==> src/design/mcs_pkg.sv <==
package mcs_pkg;

  // Selection inputs forming the drive data set number
  localparam int unsigned MCS_SEL_W = 5;
  // Number of drive data sets and motor data sets supported
  localparam int unsigned MCS_DDS_N = 4;
  localparam int unsigned MCS_MDS_N = 4;
  // Width of a motor data set number and contactor status word
  localparam int unsigned MCS_MDS_W = 2;
  localparam int unsigned MCS_CSW_W = 8;
  // Width of a status bit index
  localparam int unsigned MCS_IDX_W = 3;
  // Width of thermal model number
  localparam int unsigned MCS_THM_W = 4;
  // Speed value width
  localparam int unsigned MCS_SPD_W = 16;
  // Changeover configuration field width
  localparam int unsigned MCS_CFG_W = 3;

  // Reset values and the changeover config code for config zero
  localparam logic [MCS_SEL_W-1:0] MCS_DDS_RST = 5'h00;
  localparam logic [MCS_CSW_W-1:0] MCS_CSW_RST = 8'h00;
  localparam logic [MCS_CFG_W-1:0] MCS_CFG_DRIVE_OWNS = 3'h0;

  // Sequencer states
  typedef enum logic [2:0] {
    MCS_IDLE      = 3'b000,
    MCS_INHIBIT   = 3'b001,
    MCS_OPEN_OLD  = 3'b010,
    MCS_ACTIVATE  = 3'b011,
    MCS_WAIT_OPEN = 3'b100,
    MCS_WAIT_CLOSE = 3'b101
  } mcs_state_t;

endpackage : mcs_pkg

==> src/design/mcs_speed_trigger.sv <==
`timescale 1ns/1ps

////////////////////////////////////////////////////////////////////////////////
// Speed monitor: flags when actual speed is above the switchover threshold
module mcs_speed_trigger
  import mcs_pkg::*;
(
  input wire logic i_core_clk,
  input wire logic i_rst_n,
  input wire logic [MCS_SPD_W-1:0] i_speed,
  input wire logic [MCS_SPD_W-1:0] i_threshold,
  output logic o_speed_exceeded_flag
);

  logic flag_reg; // Registered comparison
  logic flag_next; // Next comparison value

  // Compare speed against configured threshold
  always_comb
  begin
    flag_next = (i_speed > i_threshold);
  end

  // Register so the selection bit is glitch free
  always_ff @(posedge i_core_clk or negedge i_rst_n)
  begin
    if (!i_rst_n)
    begin
      flag_reg <= 1'b0;
    end
    else
    begin
      flag_reg <= flag_next;
    end
  end

  assign o_speed_exceeded_flag = flag_reg;

endmodule : mcs_speed_trigger

==> src/design/mcs_status_map.sv <==
`timescale 1ns/1ps

////////////////////////////////////////////////////////////////////////////////
// Maps the active motor data set to a one-hot contactor status word
module mcs_status_map
  import mcs_pkg::*;
#(
  parameter int unsigned MDS_N = MCS_MDS_N
)
(
  input wire logic [MDS_N*MCS_IDX_W-1:0] i_status_bit_index,
  input wire logic [MCS_MDS_W-1:0] i_motor_data_set,
  input wire logic i_energise,
  output logic [MCS_CSW_W-1:0] o_contactor_status_word
);

  logic [MCS_IDX_W-1:0] idx; // Index of the bit for the selected set

  // Select the index belonging to the active motor data set
  always_comb
  begin
    idx = i_status_bit_index[i_motor_data_set*MCS_IDX_W +: MCS_IDX_W];
  end

  // One bit per output, set only when energising is allowed
  genvar b;
  generate
    for (b = 0; b < MCS_CSW_W; b = b + 1)
    begin : g_bit
      // Genvar cast to index width; indices past the word width never match
      assign o_contactor_status_word[b] = i_energise && (idx == MCS_IDX_W'(b));
    end
  endgenerate

endmodule : mcs_status_map

==> src/design/mcs_sequencer.sv <==
`timescale 1ns/1ps

////////////////////////////////////////////////////////////////////////////////
// Contract
// - Binary data set number, input 0 is LSB
// - New request inhibits pulses at once
// - Clear contactor outputs, set switchover flag
// - Then make requested data set effective
// - Old contactor open confirmed, energise new
// - New contactor closed confirmed, end switchover
// - Per motor set index picks status bit
// - Motor number selects shared thermal model
// - Config zero: device owns contactors, parking bit; code drives contactors in every config, config zero only gates parking bit
// - Star/delta selection driven by speed monitor
// - One checkback input per motor set
// - Each status bit drives one contactor output
module mcs_sequencer
  import mcs_pkg::*;
#(
  parameter int unsigned DDS_N = MCS_DDS_N,
  parameter int unsigned MDS_N = MCS_MDS_N
)
(
  input wire logic i_core_clk,
  input wire logic i_rst_n,
  input wire logic [MCS_SEL_W-1:0] i_data_set_select, // Bit 0 is data_set_select_bit0
  input wire logic i_star_delta_mode, // Bit 0 taken from the speed monitor
  input wire logic [MCS_SPD_W-1:0] i_actual_speed,
  input wire logic [MCS_SPD_W-1:0] i_switchover_speed_threshold,
  input wire logic [DDS_N*MCS_MDS_W-1:0] i_motor_set_mapping,
  input wire logic [MDS_N*MCS_IDX_W-1:0] i_status_bit_index,
  input wire logic [MDS_N*MCS_THM_W-1:0] i_thermal_model_number,
  input wire logic [MDS_N-1:0] i_contactor_checkback_input, // High = contactor closed
  input wire logic [MCS_CFG_W-1:0] i_changeover_config_bits,
  output logic [MCS_SEL_W-1:0] o_effective_data_set,
  output logic [MCS_CSW_W-1:0] o_contactor_status_readout,
  output logic o_switchover_in_progress,
  output logic o_pulse_inhibit,
  output logic o_parking_status_bit,
  output logic [MCS_THM_W-1:0] o_thermal_model_number,
  output logic o_speed_exceeded_flag
);

  ////////////////////////////////////////////////////////////////////////////
  // Declarations

  mcs_state_t state_reg; // Sequencer state
  mcs_state_t state_next;
  logic [MCS_SEL_W-1:0] eff_reg; // Effective drive data set
  logic [MCS_SEL_W-1:0] eff_next;
  logic [MCS_MDS_W-1:0] old_mds_reg; // Motor set whose contactor is opening
  logic [MCS_MDS_W-1:0] old_mds_next;
  logic energise_reg; // Allows the status word onto the outputs
  logic energise_next;
  logic busy_reg; // Switchover in progress
  logic busy_next;
  logic inhibit_reg; // Pulse inhibit
  logic inhibit_next;
  logic parking_reg; // Parking status
  logic parking_next;
  logic [MCS_CSW_W-1:0] csw_reg; // Registered contactor status word
  logic [MCS_THM_W-1:0] thm_reg; // Registered thermal model number
  logic [MCS_THM_W-1:0] thm_next;
  logic [MCS_CSW_W-1:0] csw_comb; // Status word from the map
  logic speed_flag; // Speed monitor output
  logic [MCS_SEL_W-1:0] requested; // Requested drive data set number
  logic [MCS_SEL_W-1:0] dds_clip; // Effective set limited to a valid entry
  logic [MCS_MDS_W-1:0] mds_eff; // Motor set of the effective data set
  logic device_owns; // Config zero; only gates the parking status bit, contactors and inhibit are driven in every config

  ////////////////////////////////////////////////////////////////////////////
  // Speed monitor and contactor status map

  mcs_speed_trigger u_speed
  (
    .i_core_clk(i_core_clk),
    .i_rst_n(i_rst_n),
    .i_speed(i_actual_speed),
    .i_threshold(i_switchover_speed_threshold),
    .o_speed_exceeded_flag(speed_flag)
  );

  mcs_status_map #(.MDS_N(MDS_N)) u_map
  (
    .i_status_bit_index(i_status_bit_index),
    .i_motor_data_set(mds_eff),
    .i_energise(energise_reg),
    .o_contactor_status_word(csw_comb)
  );

  ////////////////////////////////////////////////////////////////////////////
  // Request decode

  // Weighted binary selection; star/delta replaces bit 0 by the speed flag
  always_comb
  begin
    requested = i_data_set_select;
    if (i_star_delta_mode)
    begin
      requested = {i_data_set_select[MCS_SEL_W-1:1], speed_flag};
    end
  end

  // Out of range numbers fall back to set 0 so the lookup stays in range
  always_comb
  begin
    dds_clip = (eff_reg < DDS_N[MCS_SEL_W-1:0]) ? eff_reg : MCS_DDS_RST;
    mds_eff = i_motor_set_mapping[dds_clip*MCS_MDS_W +: MCS_MDS_W];
    device_owns = (i_changeover_config_bits == MCS_CFG_DRIVE_OWNS);
  end

  ////////////////////////////////////////////////////////////////////////////
  // Sequencer next state

  // One state per step; confirmations are level checks on the checkback
  always_comb
  begin
    state_next = state_reg;
    eff_next = eff_reg;
    old_mds_next = old_mds_reg;
    energise_next = energise_reg;
    busy_next = busy_reg;
    inhibit_next = inhibit_reg;
    // Sets sharing a motor number share the thermal model
    thm_next = i_thermal_model_number[mds_eff*MCS_THM_W +: MCS_THM_W];
    parking_next = device_owns && busy_reg;
    case (state_reg)
      MCS_IDLE:
      begin
        if (requested != eff_reg)
        begin
          inhibit_next = 1'b1;
          old_mds_next = mds_eff;
          state_next = MCS_INHIBIT;
        end
      end
      MCS_INHIBIT:
      begin
        // Contactors only move once pulses are already blocked
        energise_next = 1'b0;
        busy_next = 1'b1;
        state_next = MCS_OPEN_OLD;
      end
      MCS_OPEN_OLD:
      begin
        state_next = MCS_ACTIVATE;
      end
      MCS_ACTIVATE:
      begin
        // Latest request is taken; a change here just retargets
        eff_next = requested;
        state_next = MCS_WAIT_OPEN;
      end
      MCS_WAIT_OPEN:
      begin
        // Stays here forever if the old contactor never reports open
        if (!i_contactor_checkback_input[old_mds_reg])
        begin
          energise_next = 1'b1;
          state_next = MCS_WAIT_CLOSE;
        end
      end
      MCS_WAIT_CLOSE:
      begin
        if (i_contactor_checkback_input[mds_eff])
        begin
          busy_next = 1'b0;
          inhibit_next = 1'b0;
          state_next = MCS_IDLE;
        end
      end
      default:
      begin
        state_next = MCS_IDLE;
      end
    endcase
  end

  ////////////////////////////////////////////////////////////////////////////
  // Registers

  // All state cleared at reset except energise, which is set so outputs are energised from the effective set
  always_ff @(posedge i_core_clk or negedge i_rst_n)
  begin
    if (!i_rst_n)
    begin
      state_reg <= MCS_IDLE;
      eff_reg <= MCS_DDS_RST;
      old_mds_reg <= '0;
      energise_reg <= 1'b1;
      busy_reg <= 1'b0;
      inhibit_reg <= 1'b0;
      parking_reg <= 1'b0;
      csw_reg <= MCS_CSW_RST;
      thm_reg <= '0;
    end
    else
    begin
      state_reg <= state_next;
      eff_reg <= eff_next;
      old_mds_reg <= old_mds_next;
      energise_reg <= energise_next;
      busy_reg <= busy_next;
      inhibit_reg <= inhibit_next;
      parking_reg <= parking_next;
      csw_reg <= csw_comb;
      thm_reg <= thm_next;
    end
  end

  assign o_effective_data_set = eff_reg;
  assign o_contactor_status_readout = csw_reg;
  assign o_switchover_in_progress = busy_reg;
  assign o_pulse_inhibit = inhibit_reg;
  assign o_parking_status_bit = parking_reg;
  assign o_thermal_model_number = thm_reg;
  assign o_speed_exceeded_flag = speed_flag;

endmodule : mcs_sequencer

==> config.mk <==
export PLATFORM = sky130hd
export DESIGN_NAME = mcs_sequencer
export DESIGN_NICKNAME = d
export VERILOG_FILES = /design/src/design/mcs_pkg.sv /design/src/design/mcs_speed_trigger.sv /design/src/design/mcs_status_map.sv /design/src/design/mcs_sequencer.sv
export SDC_FILE = /design/constraint.sdc
export NUM_CORES = 1
export LEC_CHECK = 0
export BUFFER_PORTS_ARGS = -buffer_cell sky130_fd_sc_hd__clkbuf_2
export CAP_MARGIN = 0
export CORE_ASPECT_RATIO = 1.25
export CORE_MARGIN = 2
export CORE_UTILIZATION = 35
export DETAILED_ROUTE_END_ITERATION = 7
export SYNTH_ARGS = -nofsm -noshare
export SYNTH_HDL_FRONTEND = slang
export SYNTH_SLANG_ARGS = --single-unit
==> constraint.sdc <==
create_clock -name i_core_clk -period 2.21 [get_ports i_core_clk]
set_input_delay 0.1105 -clock i_core_clk [delete_from_list [all_inputs] [get_ports i_core_clk]]
set_output_delay 0.1105 -clock i_core_clk [all_outputs]
set_load 0.02 [all_outputs]
# --- Yosys cells after proc, flatten, opt, wreduce, memory -nomap -nowiden ---
# Index checks and enable logic that the tools add are counted.
totals:
  wordCells: 70
  n_memories: 0
  output_inout_bits: 21
  mem_bits_ro: 0
  register_bits: 27
  latch_bits: 0
  ram_bits: 0
classes:
  n_eq_ne: 16
  shifts: 3
  n_mul: 1
  mux: 16
  div: 0
  bitwise: 0
  reduce_logical: 20
  n_addsub: 0
  order_cmp: 4
ops:
  columns: ["op", "count"]
  rows:
  - ["$eq A3 B3 Y1 const B", 6]
  - ["$pmux W3 S6", 1]
  - ["$gt A16 B16 Y1", 1]
  - ["$shiftx A16 B5 Y4", 1]
  - ["$eq A3 B2 Y1 const B", 4]
  - ["$shiftx A12 B5 Y3", 1]
  - ["$logic_and A1 B1 Y1", 9]
  - ["$logic_not A3 Y1", 3]
  - ["$mux W3", 3]
  - ["$shiftx A8 B7 Y2", 1]
  - ["$eq A3 B1 Y1 const B", 2]
  - ["$lt A2 B3 Y1 const B", 2]
  - ["$mux W1", 6]
  - ["$ne A2 B2 Y1 const B", 3]
  - ["$pmux W1 S2", 3]
  - ["$reduce_and A2 Y1", 3]
  - ["$reduce_and A3 Y1", 2]
  - ["$reduce_bool A2 Y1", 3]
  - ["$lt A5 B3 Y1 const B", 1]
  - ["$mux W5", 1]
  - ["$ne A5 B5 Y1", 1]
  - ["$bmux W1 S2", 2]
  - ["$mul A2 B2 Y4 const B", 1]

# --- Longest topological paths before layout ---
# Gate-level depths: netlist of the first run.
depth:
  depth_word: 7
  ltp_mapped: 8
  mapped_depth_nobuf: 8

# --- Hierarchy ---
# From an unflattened synthesis of the first run, not the netlist that was laid out.
hier_totals:
  hier_cells: 164
  area_unflattened_um2: 1850.5
by_module_without_submodules:
  columns: ["module", "n_inst", "area_per_inst_um2", "seq_area_each_um2", "cells_each"]
  rows:
  - ["mcs_sequencer", 1, 1255.0, 651.9, 96]
  - ["mcs_speed_trigger", 1, 431.7, 25.0, 57]
  - ["mcs_status_map", 1, 163.9, 0.0, 11]

# --- Least setup slack after synthesis of the first run ---
# Ideal clock, no wire load.
synth_timing:
  path_type: "register to register"
  from: "reg eff_reg[1] (netlist: o_effective_data_set[1])"
  to: "reg csw_reg[5] (netlist: o_contactor_status_readout[5])"
  t_required_ns: 2.130
  stages_incl_launch_ff: 8
  period_less_slack_ns: 2.151
  arrival_ns: 2.070
  path_buffers: 1
  path_slack_ns: 0.059
  cell_sequence: "dfrtp_1 -> mux2_4 -> a32o_2 -> a21o_4 -> buf_12 -> mux2i_4 -> mux2_4 -> nor3_2"
synth_via:
  elab_chain_cells: 7
synth_rtl:
  columns: ["element", "line", "source"]
  rows:
  - ["start: declaration", "mcs_sequencer.sv:49", "logic [MCS_SEL_W-1:0] eff_reg;"]
  - ["start signal: assignment", "mcs_sequencer.sv:200", "eff_reg <= eff_next;"]
  - ["$lt A5 B3 Y1", "mcs_sequencer.sv:107", "dds_clip = (eff_reg < DDS_N[MCS_SEL_W-1:0]) ? eff_reg : MCS_DDS_RST;"]
  - ["$mux W5 *", "mcs_sequencer.sv:107", null]
  - ["$shiftx A8 B7 Y2 *", "mcs_sequencer.sv:108", "mds_eff = i_motor_set_mapping[dds_clip*MCS_MDS_W +: MCS_MDS_W];"]
  - ["$mul A2 B2 Y4 *", "mcs_status_map.sv:22", "idx = i_status_bit_index[i_motor_data_set*MCS_IDX_W +: MCS_IDX_W];"]
  - ["$shiftx A12 B5 Y3 *", "mcs_status_map.sv:22", null]
  - ["$eq A3 B3 Y1 *", "mcs_status_map.sv:31", "assign o_contactor_status_word[b] = i_energise && (idx == MCS_IDX_W'(b));"]
  - ["$logic_and A1 B1 Y1 *", "mcs_status_map.sv:31", null]
  - ["net csw_comb[5]", "mcs_sequencer.sv:64", "logic [MCS_CSW_W-1:0] csw_comb;"]
  - ["end signal: assignment", "mcs_sequencer.sv:206", "csw_reg <= csw_comb;"]
  - ["end: declaration", "mcs_sequencer.sv:61", "logic [MCS_CSW_W-1:0] csw_reg;"]
# The timed path passes the listed nets; every way through them passes the cells marked *.
# A chain may end at the register's enable or synchronous reset.

# --- Worst setup path after layout of the first run ---
layout_timing:
  from: "reg eff_reg[3] (netlist: o_effective_data_set[3])"
  to: "reg state_reg[2]"
layout_via:
  elab_chain_cells: 7
  word_cells_on_any_way: 9
  classes_between: "order compare: 1; eq/ne: 3; shift: 1; mux: 3; reduce/logical: 1"
layout_rtl:
  columns: ["element", "line", "source"]
  rows:
  - ["$lt A5 B3 Y1", "mcs_sequencer.sv:107", null]
  - ["$mux W5", "mcs_sequencer.sv:107", null]
  - ["$shiftx A8 B7 Y2", "mcs_sequencer.sv:108", null]
  - ["$bmux W1 S2", "mcs_sequencer.sv:165", "if (i_contactor_checkback_input[mds_eff])"]
  - ["$mux W1 (not written as such)", "mcs_sequencer.sv:165", null]
  - ["$ne A2 B2 Y1 (no line)", null, null]
  - ["$reduce_and A3 Y1 (no line) *", null, null]
  - ["end signal: assignment", "mcs_sequencer.sv:199", "state_reg <= state_next;"]
  - ["end: declaration", "mcs_sequencer.sv:47", "mcs_state_t state_reg;"]
# Mark *: on every way between the ends. The rest lies on a longest branch, timed or not. The select of a mux whose other input is x is not followed.

==> flow_results.xml, run 1 <==
<?xml version="1.0" encoding="UTF-8"?>
<metrics>
  <group name="drt">
    <metric name="routed_wire_length_per_instance" unit="um">12.9</metric>
    <metric name="drt_wl_total" unit="um">4770</metric>
    <metric name="routed-via-count" unit="">1811</metric>
    <metric name="drc" unit="">0</metric>
    <metric name="antenna_viol_nets_final" unit="">0</metric>
    <metric name="drt_pre_antenna_iters" unit="">4</metric>
    <metric name="average_via_count_per_standard_cell" unit="">4.88</metric>
    <metric name="drt-initial-drc-count" unit="">94</metric>
  </group>
  <group name="worst_setup_path">
    <metric name="worstPathRequired" unit="ns">2.39</metric>
    <metric name="timing.rr.end" unit="">state_reg[2]$_DFFE_PN0P_</metric>
    <metric name="worst_r2r_path_depth" unit="">6</metric>
    <metric name="timing.critical_path.from_type" unit="">flop</metric>
    <metric name="critical_path_arrival" unit="ns">2.22</metric>
    <metric name="worst_setup_path_startpoint" unit="">o_effective_data_set[3]$_DFFE_PN0N_</metric>
    <metric name="endpoint_kind" unit="">flop</metric>
    <metric name="timing.reg2reg.setup_slack" unit="ns">0.17</metric>
    <metric name="critical_path_class" unit="">flop to flop</metric>
    <metric name="path_max_fanout" unit="">7</metric>
    <metric name="crit-reg2reg-launch" unit="">o_effective_data_set[3]$_DFFE_PN0N_</metric>
  </group>
  <group name="clock_network">
    <metric name="cts.clk_slew.worst_paths" unit="ns">0.09</metric>
    <metric name="cts_buffer_depth" unit="">2</metric>
    <metric name="worst_skew_pair.late_latency" unit="ns">0.28</metric>
    <metric name="tritoncts" unit="">done</metric>
    <metric name="root_buffer" unit="">sky130_fd_sc_hd__clkbuf_8</metric>
    <metric name="h-tree-depth" unit="">1</metric>
    <metric name="cts_buffers" unit="">3</metric>
    <metric name="clock-sinks" unit="">27</metric>
  </group>
  <group name="floorplanning">
    <metric name="initial_util" unit="%">36.0</metric>
    <metric name="die_width" unit="um">70.7</metric>
    <metric name="design.portCount" unit="">104</metric>
    <metric name="fp-row-count" unit="">30</metric>
    <metric name="die_y" unit="um">87.4</metric>
    <metric name="core_area" unit="sq um">5410</metric>
    <metric name="fp.dieArea" unit="sq um">6180</metric>
  </group>
  <group name="final_layout">
    <metric name="n_fill_cell" unit="">531</metric>
    <metric name="utilization" unit="%">48.7</metric>
    <metric name="flip_flop_count_of_the_largest_register_all_copies_and_words_added" unit="">8</metric>
    <metric name="insertedDiodeCount" unit="">0</metric>
    <metric name="layout-drive-gt1-share" unit="%">45.3</metric>
    <metric name="layout.cell_area.non_filler" unit="sq um">2630</metric>
    <metric name="finalNetCount" unit="">407</metric>
    <metric name="syn_to_final_growth" unit="%">35.4</metric>
  </group>
  <group name="synth">
    <metric name="post-synth-top-count-cell" unit="">sky130_fd_sc_hd__dfrtp_1</metric>
    <metric name="synth_top_cells_by_count" unit="">26 x sky130_fd_sc_hd__dfrtp_1, 19 x sky130_fd_sc_hd__inv_1, 16 x sky130_fd_sc_hd__ha_1</metric>
    <metric name="synth.cell_area" unit="sq um">1950</metric>
    <metric name="synth.yosys.seq_area_share" unit="%">34.8</metric>
    <metric name="ys_async_sr_fraction" unit="%">100</metric>
    <metric name="synth_top_cell_by_area" unit="">sky130_fd_sc_hd__dfrtp_1</metric>
    <metric name="number_of_different_library_cells_in_the_post_synthesis_netlist" unit="">48</metric>
    <metric name="synthesis.instances" unit="">195</metric>
    <metric name="synthTopCellsByArea" unit="">sky130_fd_sc_hd__dfrtp_1 33%, sky130_fd_sc_hd__ha_1 10%, sky130_fd_sc_hd__inv_1 3.7%</metric>
    <metric name="ys_ff_latch" unit="">27</metric>
    <metric name="post_synth.cell_area_avg" unit="sq um">9.98</metric>
    <metric name="synth_edf_count" unit="">0</metric>
    <metric name="ys.warnings.count" unit="">0</metric>
    <metric name="synthDominantCellAreaShare" unit="%">33.4</metric>
    <metric name="synthesis.nets" unit="">294</metric>
    <metric name="synthFlopType" unit="">sky130_fd_sc_hd__dfrtp_1</metric>
  </group>
  <group name="worst_hold_path">
    <metric name="min-delay-start" unit="">i_thermal_model_number[14]</metric>
    <metric name="whs_path_depth" unit="">3</metric>
    <metric name="hold_path_sink" unit="">o_thermal_model_number[2]$_DFF_PN0_</metric>
    <metric name="holdCritPathClass" unit="">input pin to flop</metric>
  </group>
  <group name="grt">
    <metric name="first_global_vias" unit="">1687</metric>
    <metric name="antenna_found_initial" unit="">0</metric>
    <metric name="grt_start_max_net_pins" unit="">28</metric>
    <metric name="grt_first_pass_wirelength" unit="um">7530</metric>
    <metric name="total_gr_overflow" unit="">0</metric>
    <metric name="global_route.usage.total" unit="%">15.0</metric>
  </group>
  <group name="placement">
    <metric name="gp_routability_congestion" unit="">0.734</metric>
    <metric name="postPlaceCellArea" unit="sq um">2550</metric>
    <metric name="io_buffers" unit="">103</metric>
    <metric name="place_hpwl" unit="um">4000</metric>
  </group>
  <group name="timing">
    <metric name="final_min_period_over_clock_period" unit="%">92.2</metric>
    <metric name="timing.clock.skew" unit="ns">0.00340</metric>
    <metric name="worst_max_slew_margin_expressed_relative_to_the_limit" unit="%">54.4</metric>
    <metric name="tightestPinTransition" unit="ns">0.684</metric>
    <metric name="period_needed" unit="ns">2.04</metric>
    <metric name="totalNegativeSetupSlack" unit="ns">0</metric>
    <metric name="timing.final.max_slew_violations" unit="">0</metric>
    <metric name="worst_hold_slack" unit="ns">0.0633</metric>
    <metric name="final_count_of_hold_timing_violations" unit="">0</metric>
    <metric name="finalSetupViolCount" unit="">0</metric>
    <metric name="achievable-frequency" unit="MHz">491</metric>
    <metric name="rsz0062_at_grt" unit="">no</metric>
  </group>
  <group name="job">
    <metric name="drv.max_cap_violation_count" unit="">0</metric>
  </group>
  <group name="power">
    <metric name="power-per-cell-area" unit="nW/um^2">955</metric>
    <metric name="max-vdd-ir-drop" unit="V">0.000281</metric>
    <metric name="leak" unit="nW">1.40</metric>
  </group>
  <group name="status">
    <metric name="status" unit="">completed</metric>
  </group>
</metrics>
## layout by cell type (no fill, tap or decap), drive strengths merged, types with 2 or more instances in the layout
| cell | instances |
|---|---|
| o21ai | 13 |
| a21oi | 6 |
| and2 | 4 |
| or3 | 3 |
| nand2b | 3 |
| xor2 | 5 |
| a31oi | 6 |
| a211oi | 5 |
| clkbuf | 107 |
| o21a | 3 |
| nor3 | 11 |
| inv | 19 |
| dlygate4sd3 | 3 |
| ha | 16 |
| nor2 | 5 |
| a21o | 5 |
| nand3 | 4 |
| nor4 | 2 |
| mux2 | 9 |
| nand2 | 13 |
| nand4 | 4 |
| mux2i | 10 |
| buf | 7 |
| dfrtp | 26 |
| nor2b | 3 |
| and3 | 2 |
## repair_timing
item,CTS,global route
endpoints found under the setup margin,0,8
hold endpoints to repair,27,0
resized for setup,0,2
hold buffers,3,0
buffers inserted,0,1
## worst max-delay path by stage
stage | end | slack (ns)
2_1_floorplan | o_contactor_status_readout[5]$_DFF_PN0_ | 0.06
3_3_place_gp | o_contactor_status_readout[2]$_DFF_PN0_ | 0.15
3_5_place_dp | state_reg[0]$_DFFE_PN0P_ | 0.11
4_1_cts | state_reg[0]$_DFFE_PN0P_ | 0.09
5_1_grt | state_reg[2]$_DFFE_PN0P_ | 0.02
6_report | state_reg[2]$_DFFE_PN0P_ | 0.17
## per-layer routing
layer | share of wire [%] | vias to the layer above | routed length, um | global-route usage [%]
li1 | - | 931 | - | -
met1 | 40 | 804 | 1910 | 18.2
met2 | 51 | 71 | 2450 | 27.9
met3 | 7.5 | 5 | 356 | 1.97
met4 | 1.1 | 0 | 53 | 3.60
met5 | 0 | - | 0 | 0
## layout make-up
cell class	count	area (sq um)	area share, %
clock buffer	4	45.0	1.71
timing repair buffer	113	598	22.7
tap	64	80.1	3.04
sequential	27	677	25.7
multi-input combinational	144	1160	44.1
inverter	19	71.3	2.71
## worst max-delay path: stages, from the launching register on
cell and delay (ns):
sky130_fd_sc_hd__dfrtp_1 0.47, sky130_fd_sc_hd__or3_1 0.45, sky130_fd_sc_hd__a2bb2oi_1 0.21, sky130_fd_sc_hd__nand2_2 0.19
sky130_fd_sc_hd__mux2i_1 0.26, sky130_fd_sc_hd__mux2i_2 0.14, sky130_fd_sc_hd__o311ai_1 0.23
## where the power goes
group / total (W) / leakage [nW] / internal (W) / switching, W
clock network: 0.000285 / 0.0228 / 0.000129 / 0.000155
registers: 0.000843 / 0.333 / 0.000679 / 0.000164
logic: 0.00139 / 1.05 / 0.000637 / 0.000751
## kinds of logic after synthesis
kind of cell	synth area share (%)
compound gates	15.6
xor+xnor	2.25
fa+ha+maj	10.3
buf+inv	5.66
flops	34.8
mux	13.6
simple gates	17.8
## per-stage QoR
step,cells,setup WS (ns),total power (W)
floorplan,195,0.0591,0.00181
global placement,363,0.153,0.00221
detailed placement,363,0.108,0.00223
CTS,370,0.0876,0.00252
global route,371,0.0242,0.00271
finish,371,0.173,0.00252
Power figures use the tool's default switching activity.
==> run 2: changes to the inputs <==
--- a/config.mk
+++ b/config.mk
@@ -7,10 +7,10 @@
 export LEC_CHECK = 0
 export BUFFER_PORTS_ARGS = -buffer_cell sky130_fd_sc_hd__clkbuf_2
 export CAP_MARGIN = 0
-export CORE_ASPECT_RATIO = 1.25
 export CORE_MARGIN = 2
 export CORE_UTILIZATION = 35
 export DETAILED_ROUTE_END_ITERATION = 7
+export MAX_ROUTING_LAYER = met4
 export SYNTH_ARGS = -nofsm -noshare
 export SYNTH_HDL_FRONTEND = slang
 export SYNTH_SLANG_ARGS = --single-unit
==> flow_results.xml, run 2 (synthesized netlist as in run 1, its figures left out) <==
<?xml version="1.0" encoding="UTF-8"?>
<metrics>
  <group name="status">
    <metric name="status" unit="">completed</metric>
  </group>
  <group name="worst_setup_path">
    <metric name="worstSetupPathDepth" unit="">6</metric>
    <metric name="crit-reg2reg-launch" unit="">o_effective_data_set[2]$_DFFE_PN0N_</metric>
    <metric name="path_max_fanout" unit="">8</metric>
    <metric name="worst_path_dominant_cell_family" unit="">simple AND/OR/NAND/NOR gates</metric>
    <metric name="endpoint_kind" unit="">flop</metric>
    <metric name="max_stage_delay" unit="ns">0.47</metric>
    <metric name="worstPathRequired" unit="ns">2.40</metric>
    <metric name="critical_path_class" unit="">flop to flop</metric>
    <metric name="timing.critical_path.from_type" unit="">flop</metric>
    <metric name="critical_path_arrival" unit="ns">2.25</metric>
    <metric name="timing.rr.end" unit="">state_reg[2]$_DFFE_PN0P_</metric>
    <metric name="worst_r2r_path_depth" unit="">6</metric>
    <metric name="cp_cell_instances" unit="">or3_1, a2bb2oi_1, nand2_2, mux2i_1, mux2i_2, o311ai_1</metric>
    <metric name="number_of_buffer_and_inverter_stages_on_the_critical_path" unit="">0</metric>
    <metric name="worst_path_max_delay_cell" unit="">sky130_fd_sc_hd__dfrtp_1</metric>
    <metric name="timing.reg2reg.setup_slack" unit="ns">0.14</metric>
  </group>
  <group name="clock_network">
    <metric name="h-tree-depth" unit="">1</metric>
    <metric name="cts_buffer_depth" unit="">2</metric>
    <metric name="root_buffer" unit="">sky130_fd_sc_hd__clkbuf_8</metric>
    <metric name="tritoncts" unit="">done</metric>
    <metric name="cts.clk_slew.worst_paths" unit="ns">0.09</metric>
    <metric name="cts_buffers" unit="">3</metric>
    <metric name="cts_setup_buffers" unit="">0</metric>
    <metric name="clock-sinks" unit="">27</metric>
    <metric name="worst_skew_pair.late_latency" unit="ns">0.28</metric>
  </group>
  <group name="worst_hold_path">
    <metric name="whs_path_depth" unit="">3</metric>
    <metric name="hold_path_sink" unit="">o_thermal_model_number[3]$_DFF_PN0_</metric>
    <metric name="holdCritPathClass" unit="">input pin to flop</metric>
    <metric name="min-delay-start" unit="">i_thermal_model_number[15]</metric>
  </group>
  <group name="job">
    <metric name="drv.max_cap_violation_count" unit="">0</metric>
  </group>
  <group name="placement">
    <metric name="gp_routability_congestion" unit="">0.779</metric>
    <metric name="io_buffers" unit="">103</metric>
    <metric name="place_hpwl" unit="um">3910</metric>
  </group>
  <group name="timing">
    <metric name="timing.final.max_slew_violations" unit="">0</metric>
    <metric name="period_needed" unit="ns">2.07</metric>
    <metric name="finalSetupViolCount" unit="">0</metric>
    <metric name="final_count_of_hold_timing_violations" unit="">0</metric>
    <metric name="worst_max_slew_margin_expressed_relative_to_the_limit" unit="%">54.6</metric>
    <metric name="tightestPinTransition" unit="ns">0.681</metric>
    <metric name="totalNegativeSetupSlack" unit="ns">0</metric>
    <metric name="rsz0062_at_grt" unit="">no</metric>
    <metric name="final_min_period_over_clock_period" unit="%">93.6</metric>
    <metric name="timing.clock.skew" unit="ns">0.00642</metric>
    <metric name="worst_hold_slack" unit="ns">0.0713</metric>
    <metric name="achievable-frequency" unit="MHz">483</metric>
  </group>
  <group name="final_layout">
    <metric name="finalNetCount" unit="">405</metric>
    <metric name="insertedDiodeCount" unit="">0</metric>
    <metric name="flip_flop_count_of_the_largest_register_all_copies_and_words_added" unit="">8</metric>
    <metric name="final_common_cell" unit="">sky130_fd_sc_hd__clkbuf_2</metric>
    <metric name="syn_to_final_growth" unit="%">35.3</metric>
    <metric name="most-common-layout-cells" unit="">103 x sky130_fd_sc_hd__clkbuf_2, 26 x sky130_fd_sc_hd__dfrtp_1, 19 x sky130_fd_sc_hd__inv_1, 16 x sky130_fd_sc_hd__ha_1, 12 x sky130_fd_sc_hd__nand2_1</metric>
    <metric name="layout-drive-gt1-share" unit="%">45.2</metric>
  </group>
  <group name="floorplanning">
    <metric name="fp-row-count" unit="">27</metric>
    <metric name="fp.dieArea" unit="sq um">6170</metric>
    <metric name="design.portCount" unit="">104</metric>
    <metric name="die_width" unit="um">78.6</metric>
    <metric name="initial_util" unit="%">35.8</metric>
    <metric name="core_area" unit="sq um">5440</metric>
    <metric name="die_y" unit="um">78.6</metric>
  </group>
  <group name="drt">
    <metric name="drc" unit="">0</metric>
    <metric name="drt_pre_antenna_iters" unit="">4</metric>
    <metric name="routed-via-count" unit="">1792</metric>
    <metric name="routed_wire_length_per_instance" unit="um">12.1</metric>
    <metric name="drt-initial-drc-count" unit="">43</metric>
    <metric name="drt_wl_total" unit="um">4580</metric>
    <metric name="antenna_viol_nets_final" unit="">0</metric>
    <metric name="average_via_count_per_standard_cell" unit="">4.75</metric>
  </group>
  <group name="power">
    <metric name="power-per-cell-area" unit="nW/um^2">947</metric>
    <metric name="leak" unit="nW">1.39</metric>
    <metric name="total_power_after_layout" unit="W">0.00249</metric>
    <metric name="max-vdd-ir-drop" unit="V">0.000334</metric>
  </group>
  <group name="grt">
    <metric name="first_global_vias" unit="">1777</metric>
    <metric name="global_route.usage.total" unit="%">15.9</metric>
    <metric name="grt_start_max_net_pins" unit="">28</metric>
    <metric name="antenna_found_initial" unit="">0</metric>
    <metric name="total_gr_overflow" unit="">0</metric>
    <metric name="grt_first_pass_wirelength" unit="um">7760</metric>
  </group>
</metrics>
==> run 2: cell count changes in the layout (fill, tap and decap cells not counted), sizes merged <==
cell,previous run,this run
buf,7,5
==> run 2: worst max path at each step <==
stage                                                    endpoint                           startpoint
after floorplan           o_contactor_status_readout[5]$_DFF_PN0_  o_effective_data_set[1]$_DFFE_PN0N_
after global placement                   state_reg[0]$_DFFE_PN0P_  o_effective_data_set[2]$_DFFE_PN0N_
after detailed placement                 state_reg[0]$_DFFE_PN0P_  o_effective_data_set[2]$_DFFE_PN0N_
after CTS                                state_reg[2]$_DFFE_PN0P_  o_effective_data_set[2]$_DFFE_PN0N_
after global routing      o_contactor_status_readout[1]$_DFF_PN0_  o_effective_data_set[2]$_DFFE_PN0N_
final                                    state_reg[2]$_DFFE_PN0P_  o_effective_data_set[2]$_DFFE_PN0N_
==> run 2: layout make-up <==
| cell class | count | area (sq um) |
|---|---|---|
| multi-input combinational | 144 | 1170 |
| tap | 72 | 90.1 |
| sequential | 27 | 677 |
| timing repair buffer | 111 | 583 |
| clock buffer | 4 | 45.0 |
| fill | 540 | 2810 |
| inverter | 19 | 71.3 |
==> run 2: per-layer routing <==
metal	share of wire, %	vias to the layer above	track usage (%)
li1	-	929	-
met1	44	806	20.1
met2	49	52	27.0
met3	5.2	5	1.61
met4	1.3	0	4.74
met5	0	-	-
==> run 2: repair_timing <==
action	4_1_cts	5_1_grt
gates resized for setup	0	3
hold buffers	3	0
endpoints found under the hold margin	27	0
endpoints found under the setup margin	0	5
==> run 2: metrics by stage <==
step	cell area, sq um	utilization [%]	worst slack [ns]	instances
global route	2630	48.4	0.00721	377
finish	2630	48.4	0.141	377
floorplan	1950	-	0.0591	195
CTS	2630	48.3	0.138	377
global placement	2550	46.9	0.223	370
detailed placement	2550	46.9	0.158	370
==> run 2: tightest hold or removal path, stage by stage <==
cell	delay, ns
sky130_fd_sc_hd__clkbuf_2	0.08
sky130_fd_sc_hd__nand2_1	0.05
sky130_fd_sc_hd__a31oi_1	0.07
==> run 2: power breakdown <==
| part | leakage, nW | switching, W | total, W | internal, W |
|---|---|---|---|---|
| registers | 0.333 | 0.000170 | 0.000850 | 0.000680 |
| clock network | 0.0228 | 0.000157 | 0.000286 | 0.000129 |
| logic | 1.03 | 0.000738 | 0.00136 | 0.000620 |
